===== src/wake_pkg.sv =====
/*
 * Package for the wake input monitor: power mode codes, bias codes,
 * filter timing and carrier structs.
 * Assumes a 200 MHz core clock.
 */
package wake_pkg;

    // ------------------------------------------------------------
    // Timing
    // ------------------------------------------------------------
    localparam int CLK_FREQ_MHZ = 200;
    localparam int WAKE_FILTER_TIME_US = 16;
    localparam int FILTER_CYCLES = WAKE_FILTER_TIME_US * CLK_FREQ_MHZ;
    localparam int FILTER_CNT_W = 13;
    localparam logic [FILTER_CNT_W-1:0] FILTER_LAST =
        FILTER_CNT_W'(FILTER_CYCLES - 1);
    localparam logic [FILTER_CNT_W-1:0] FILTER_CNT_RST = 13'h0000;

    // ------------------------------------------------------------
    // Power modes and bias codes
    // ------------------------------------------------------------
    typedef enum logic [2:0] {
        MODE_NORMAL    = 3'h0,
        MODE_STOP      = 3'h1,
        MODE_SLEEP     = 3'h2,
        MODE_FAIL_SAFE = 3'h3,
        MODE_OTHER     = 3'h4
    } power_mode_e;

    localparam logic [1:0] BIAS_NONE = 2'h0;
    localparam logic [1:0] BIAS_PULL_DOWN = 2'h1;
    localparam logic [1:0] BIAS_PULL_UP = 2'h2;
    localparam logic [1:0] BIAS_AUTO = 2'h3;
    localparam logic [1:0] BIAS_RST = BIAS_NONE;

    // ------------------------------------------------------------
    // Carriers
    // ------------------------------------------------------------
    typedef struct packed {
        logic wake_input_enable;
        logic buck_mode_select_by_wake;
        logic cyclic_sense;
        logic bias_select_high;
        logic bias_select_low;
    } wake_cfg_s;

    typedef struct packed {
        logic irq_req;
        logic wake_req;
        logic restart_req;
        logic pwm_select;
        logic pull_up_en;
        logic pull_down_en;
        logic wake_level;
        logic wake_pin_event_flag;
    } wake_out_s;

endpackage


===== src/wake_filter.sv =====
/*
 * Stability filter: a new level is accepted only after it held for the
 * full filter time; shorter glitches are dropped.
 * Assumes a synchronous input and a clock enable from the parent.
 */
`timescale 1ns/1ps
module wake_filter
    import wake_pkg::*;
(
    // Clock and reset
    input wire logic clk_in,
    input wire logic sys_rst_in,
    input wire logic clk_en_in,
    // Sample path
    input wire logic sample_en_in,
    input wire logic level_in,
    // Filtered result
    output logic level_out,
    output logic edge_out
);

    typedef struct packed {
        logic [FILTER_CNT_W-1:0] cnt;
        logic level;
        logic edge_p;
    } filt_state_s;

    filt_state_s st_r;
    filt_state_s st_nxt;

    always_comb begin
        st_nxt = st_r;
        st_nxt.edge_p = 1'b0;
        if (!sample_en_in || level_in == st_r.level) begin
            st_nxt.cnt = FILTER_CNT_RST;
        end else if (st_r.cnt == FILTER_LAST) begin
            st_nxt.cnt = FILTER_CNT_RST;
            st_nxt.level = level_in;
            st_nxt.edge_p = 1'b1;
        end else begin
            st_nxt.cnt = st_r.cnt + 13'h0001;
        end
    end

    always_ff @(posedge clk_in) begin
        if (sys_rst_in) begin
            st_r <= '0;
        end else if (clk_en_in) begin
            st_r <= st_nxt;
        end
    end

    assign level_out = st_r.level;
    assign edge_out = st_r.edge_p;

endmodule


===== src/wake_input_monitor.sv =====
/*
 * Wake input monitor top: filtered edge detection on the wake pin,
 * mode-dependent interrupt / wake / restart requests, sticky event flag,
 * live level in normal and stop modes, buck modulation select and bias control.
 * Assumes the pin is synchronous to clk_in and the power mode and
 * cyclic sense window come from the mode controller.
 */
`timescale 1ns/1ps
module wake_input_monitor
    import wake_pkg::*;
(
    // Clock, reset, enable
    input wire logic clk_in,
    input wire logic sys_rst_in,
    input wire logic clk_en_in,
    // Wake pin and mode context
    input wire logic wake_pin_in,
    input wire power_mode_e power_mode_in,
    input wire logic sense_window_in,
    // Configuration
    input wire wake_cfg_s cfg_in,
    input wire logic flag_clear_in,
    // Results
    output wake_out_s out_out
);

    // ------------------------------------------------------------
    // State
    // ------------------------------------------------------------
    typedef struct packed {
        wake_out_s o;
        logic [FILTER_CNT_W-1:0] diff_run;
    } top_state_s;

    top_state_s st_r;
    top_state_s st_nxt;

    logic sample_en;
    logic filt_level;
    logic filt_edge;
    logic [1:0] bias_code;
    logic mode_active;
    logic event_ok;

    // ------------------------------------------------------------
    // Filter
    // ------------------------------------------------------------
    // Static sense samples always, cyclic only in window
    assign sample_en = !cfg_in.cyclic_sense || sense_window_in;

    wake_filter u_filter (
        .clk_in(clk_in),
        .sys_rst_in(sys_rst_in),
        .clk_en_in(clk_en_in),
        .sample_en_in(sample_en),
        .level_in(wake_pin_in),
        .level_out(filt_level),
        .edge_out(filt_edge)
    );

    assign bias_code = {cfg_in.bias_select_high, cfg_in.bias_select_low};
    assign mode_active = (power_mode_in == MODE_NORMAL) || (power_mode_in == MODE_STOP);
    assign event_ok = filt_edge && cfg_in.wake_input_enable;

    // ------------------------------------------------------------
    // Next state
    // ------------------------------------------------------------
    always_comb begin
        st_nxt = st_r;
        st_nxt.o.irq_req = 1'b0;
        st_nxt.o.wake_req = 1'b0;
        st_nxt.o.restart_req = 1'b0;
        case (power_mode_in)
            MODE_NORMAL, MODE_STOP: begin
                st_nxt.o.irq_req = event_ok;
            end
            MODE_SLEEP: begin
                st_nxt.o.wake_req = event_ok;
            end
            MODE_FAIL_SAFE: begin
                st_nxt.o.wake_req = filt_edge;
                st_nxt.o.restart_req = filt_edge;
            end
            default: begin
            end
        endcase
        // Set wins over clear
        if (flag_clear_in) begin
            st_nxt.o.wake_pin_event_flag = 1'b0;
        end
        if ((power_mode_in == MODE_FAIL_SAFE) ? filt_edge : event_ok) begin
            st_nxt.o.wake_pin_event_flag = 1'b1;
        end
        if (mode_active) begin
            st_nxt.o.wake_level = filt_level;
        end
        if (cfg_in.buck_mode_select_by_wake && power_mode_in == MODE_STOP) begin
            st_nxt.o.pwm_select = wake_pin_in;
        end
        // Shadow run of differing samples, read only by the filter check
        if (sample_en && wake_pin_in != filt_level) begin
            st_nxt.diff_run = st_r.diff_run + 13'h0001;
        end else begin
            st_nxt.diff_run = FILTER_CNT_RST;
        end
        case (bias_code)
            BIAS_NONE: begin
                st_nxt.o.pull_up_en = 1'b0;
                st_nxt.o.pull_down_en = 1'b0;
            end
            BIAS_PULL_DOWN: begin
                st_nxt.o.pull_up_en = 1'b0;
                st_nxt.o.pull_down_en = 1'b1;
            end
            BIAS_PULL_UP: begin
                st_nxt.o.pull_up_en = 1'b1;
                st_nxt.o.pull_down_en = 1'b0;
            end
            BIAS_AUTO: begin
                st_nxt.o.pull_up_en = wake_pin_in;
                st_nxt.o.pull_down_en = !wake_pin_in;
            end
            default: begin
                st_nxt.o.pull_up_en = 1'b0;
                st_nxt.o.pull_down_en = 1'b0;
            end
        endcase
    end

    always_ff @(posedge clk_in) begin
        if (sys_rst_in) begin
            st_r <= '0;
        end else if (clk_en_in) begin
            st_r <= st_nxt;
        end
    end

    assign out_out = st_r.o;
endmodule


===== config.mk =====
export PLATFORM = sky130hd
export DESIGN_NAME = wake_input_monitor
export DESIGN_NICKNAME = d
export VERILOG_FILES = /design/src/wake_pkg.sv /design/src/wake_filter.sv /design/src/wake_input_monitor.sv
export SDC_FILE = /design/constraint.sdc
export NUM_CORES = 1
export LEC_CHECK = 0
export BUFFER_PORTS_ARGS = -buffer_cell sky130_fd_sc_hd__buf_4
export CAP_MARGIN = 20
export CORE_MARGIN = 3
export CORE_UTILIZATION = 51
export DETAILED_ROUTE_END_ITERATION = 16
export PLACE_DENSITY_LB_ADDON = 0.05
export SETUP_SLACK_MARGIN = 0.4
export SKIP_LAST_GASP = 1
export SYNTH_ARGS = -nofsm -noshare
export SYNTH_HDL_FRONTEND = slang
export SYNTH_HIERARCHICAL = 1
export SYNTH_SLANG_ARGS = --single-unit
export TNS_END_PERCENT = 20

===== constraint.sdc =====
create_clock -name clk_in -period 1.8 [get_ports clk_in]
set_clock_uncertainty 0.15 [all_clocks]
set_input_delay 0.09 -clock clk_in [delete_from_list [all_inputs] [get_ports clk_in]]
set_output_delay 0.09 -clock clk_in [all_outputs]
set_load 0.01 [all_outputs]

==> impl_metrics.tcl <==
set metrics [dict create \
    status "finished, final reports clean" \
    switchingPower_w 0.000217 \
    io_buffers 21 \
    grt_pass1_vias 1255 \
    switching_share_pct 24.8 \
    fp.dieH_um 54.6 \
    synth_fp_nets 156 \
    synth_area_leaders "dfxtp_1 (38%), nand2_1 (5.6%), a21oi_1 (4.6%), nand3_1 (3.3%), a31oi_1 (3.1%)" \
    grt-ovfl-total 0 \
    irDropWorstVdd_uv 425 \
    ys_ff_latch 23 \
    first_iter_violations 80 \
    synth_cell_type_count 47 \
    holdWs_ns 0.0131 \
    hp-class "in2reg" \
    clock_path_buffers 2 \
    synthCells 141 \
    cp-end-kind "register" \
    post-route-period-util_pct 91.6 \
    rows 16 \
    slowest_stage "dfxtp_4" \
    internal-power_w 0.000659 \
    drc 0 \
    drt_pass1_iterations 4 \
    cap_viol_max_count 0 \
    root_buffer "clkbuf_4" \
    p_leak_nw 0.610 \
    finalSetupTns_ns 0 \
    power_frac_comb_pct 14.3 \
    slew_headroom_pct 66.4 \
    synthMostInstantiatedCell "dfxtp_1" \
    final-hold-violation-count 0 \
    area_growth_pct 39.0 \
    synth_area_leader_cell "dfxtp_1" \
    yosys_warnings 6 \
    layout-drive-gt1-share_pct 33.3 \
    clock_latency_ns 0.30 \
    path_clk_slew_ns 0.13 \
    crit_type "reg2reg" \
    nFillCells 144 \
    period_needed_ns 1.65 \
    htree_levels 1 \
    synth.cell_area_um2 1200 \
    async_reset_ff_share_pct 0 \
    total_power_w 0.000875 \
    initial_utilization_pct 57.2 \
    rsz0062_at_grt "true" \
    pwr-share-clk_pct 26.8 \
    cts_tree "yes" \
    grt_pass1_wl_um 5820 \
    synth_edf_count 0 \
    diodes 0 \
    yosys_most_used_dff "dfxtp_1" \
    cts_made_buffers 3 \
    synth_top_cell_area_share_pct 38.3 \
    cp_max_fo 6 \
    fin_area_um2 1670 \
    place_congestion 0.831 \
    crit_path_cell_trace "ha_4 > and3_4 > nand4b_1 > buf_6 > a32oi_1 > nor2_1" \
    cp.arrival_ns 1.70 \
    syn_area_per_cell_um2 8.53 \
    die_w_um 54.6 \
    place_ws_ns 0.214 \
    avgViaCountPerCell 6.38 \
    max_slew.worst_pin.slew_ns 0.502 \
    cp_slowest_stage_delay_ns 0.40 \
    slew_viol_final 0 \
    ff2ff_setup_slack_ns 0.15 \
    core_area_um2 2100 \
    gr-usage-all-layers_pct 27.4 \
    wire_per_inst_um 17.2 \
    start_kind "register" \
    post-dp-hpwl_um 2190 \
    finalNetCount 199 \
    die_area_um2 2980 \
    grt_max_degree 19 \
    power_density_nw_per_um2 524 \
    cts_num_sinks 23 \
    wl_um 3610 \
    num_vias 1340 \
    antenna_found_initial 0 \
    setup_slack_ns 0.151 \
    io_pins 22 \
    synth_top_cells_by_count "dfxtp_1 (23), nand2_1 (18), a21oi_1 (11), nand3_1 (8), nor2_1 (7)" \
    required_ns 1.85 \
    postPlaceCellArea_um2 1440 \
    ys_seq_area_share_pct 38.3 \
    clock.fmax_mhz 606 \
    ant_nets 0 \
    setup_viol 0 \
    pwr-share-seq_pct 58.9 \
]
[final cells by class]
| cell class | count | area, um^2 | share of cell area, % |
|---|---|---|---|
| clock inverters | 1 | 5.00 | 0.299 |
| well taps | 27 | 33.8 | 2.02 |
| clock buffers | 3 | 22.5 | 1.35 |
| inverters | 5 | 18.8 | 1.12 |
| multi-input cells | 108 | 758 | 45.4 |
| flip-flops and latches | 23 | 475 | 28.4 |
| repair buffers | 43 | 358 | 21.4 |
[registers in the layout (all words and copies together) (netlist names)]
register	count
out_out	8
u_filter/edge_out	1
u_filter/level_out	1
u_filter/st_r	13
[final timing paths]
| kind | depth (start not counted) | end | startpoint |
|---|---|---|---|
| worst max-delay path | 6 | u_filter/st_r[3] | u_filter/st_r[3] |
| worst min-delay path | 4 | u_filter/st_r[5] | sys_rst_in |
| worst max register to register | 6 | u_filter/st_r[3] | u_filter/st_r[3] |
| worst min register to register | 2 | out_out[2] | out_out[2] |
[routing by layer]
layer	wire length, um	GRT usage [%]	up-vias
li1	-	-	617
met1	1450	34.4	615
met2	1720	46.0	86
met3	332	5.45	22
met4	108	9.96	0
met5	0	0	-
[cell families (layout without fill, tap and decap cells)]
family	Yosys count	count (layout)	share of synthesized area, %
and+or+nand+nor	67	67	33.6
AOI/OAI and AO/OA	36	36	19.7
DFF	23	23	38.3
buffers and inverters	10	52	3.64
xor gates and xnor gates	2	2	2.08
muxes	2	2	1.66
adders and majority gates	1	1	1.04
[power by group through the flow]
stage	clock network, W	registers, W	logic (W)
after detailed placement	0	0.000527	0.0000935
after CTS	0.000241	0.000515	0.000121
after floorplan	0	0.000528	0.0000428
after global routing	0.000262	0.000516	0.000134
after global placement	0	0.000527	0.0000905
final	0.000235	0.000515	0.000125
[cells in the final DEF, fill, tap and decap left out, drive strengths merged, types with 2 or more instances in the layout]
master       Yosys  routed
inv              5       5
nor3             2       2
nand3           10      10
or3              2       2
a32oi            4       4
nand4b           2       2
nand4            5       5
a31oi            6       6
nand2b           4       4
dlygate4sd3      0      11
a21oi           11      11
dfxtp           23      23
clkbuf           2       3
buf              3      32
and4             2       2
mux2i            2       2
o21ai            5       5
nand2           20      20
o211ai           3       3
nor2             8       8
nor4             2       2
and3             2       2
[metrics by stage]
| step | util, % | std cells |
|---|---|---|
| 4_1_cts | 78.4 | 210 |
| 2_1_floorplan | - | 141 |
| 6_report | 79.5 | 210 |
| 3_5_place_dp | 68.5 | 189 |
| 5_1_grt | 79.5 | 210 |
| 3_3_place_gp | 68.5 | 189 |
[what timing repair did]
item | CTS | global route
setup endpoints to repair | 13 | 16
pin swaps | 4 | 2
gates cloned | 1 | 0
gates resized for setup | 10 | 5
hold endpoints to repair | 10 | 0
hold buffers | 11 | 0
setup buffers | 5 | 0
[worst max-delay path, delay by kind of cell, from the launching register on]
| kind | cells | cell delay, ns |
|---|---|---|
| AND/OR/NAND/NOR | 3 | 0.45 |
| adder cells (fa/ha/maj) | 1 | 0.16 |
| AO/OA/AOI/OAI | 1 | 0.18 |
| buffers and inverters | 1 | 0.20 |
| flip-flops | 1 | 0.40 |
Power figures use the tool's default switching activity.
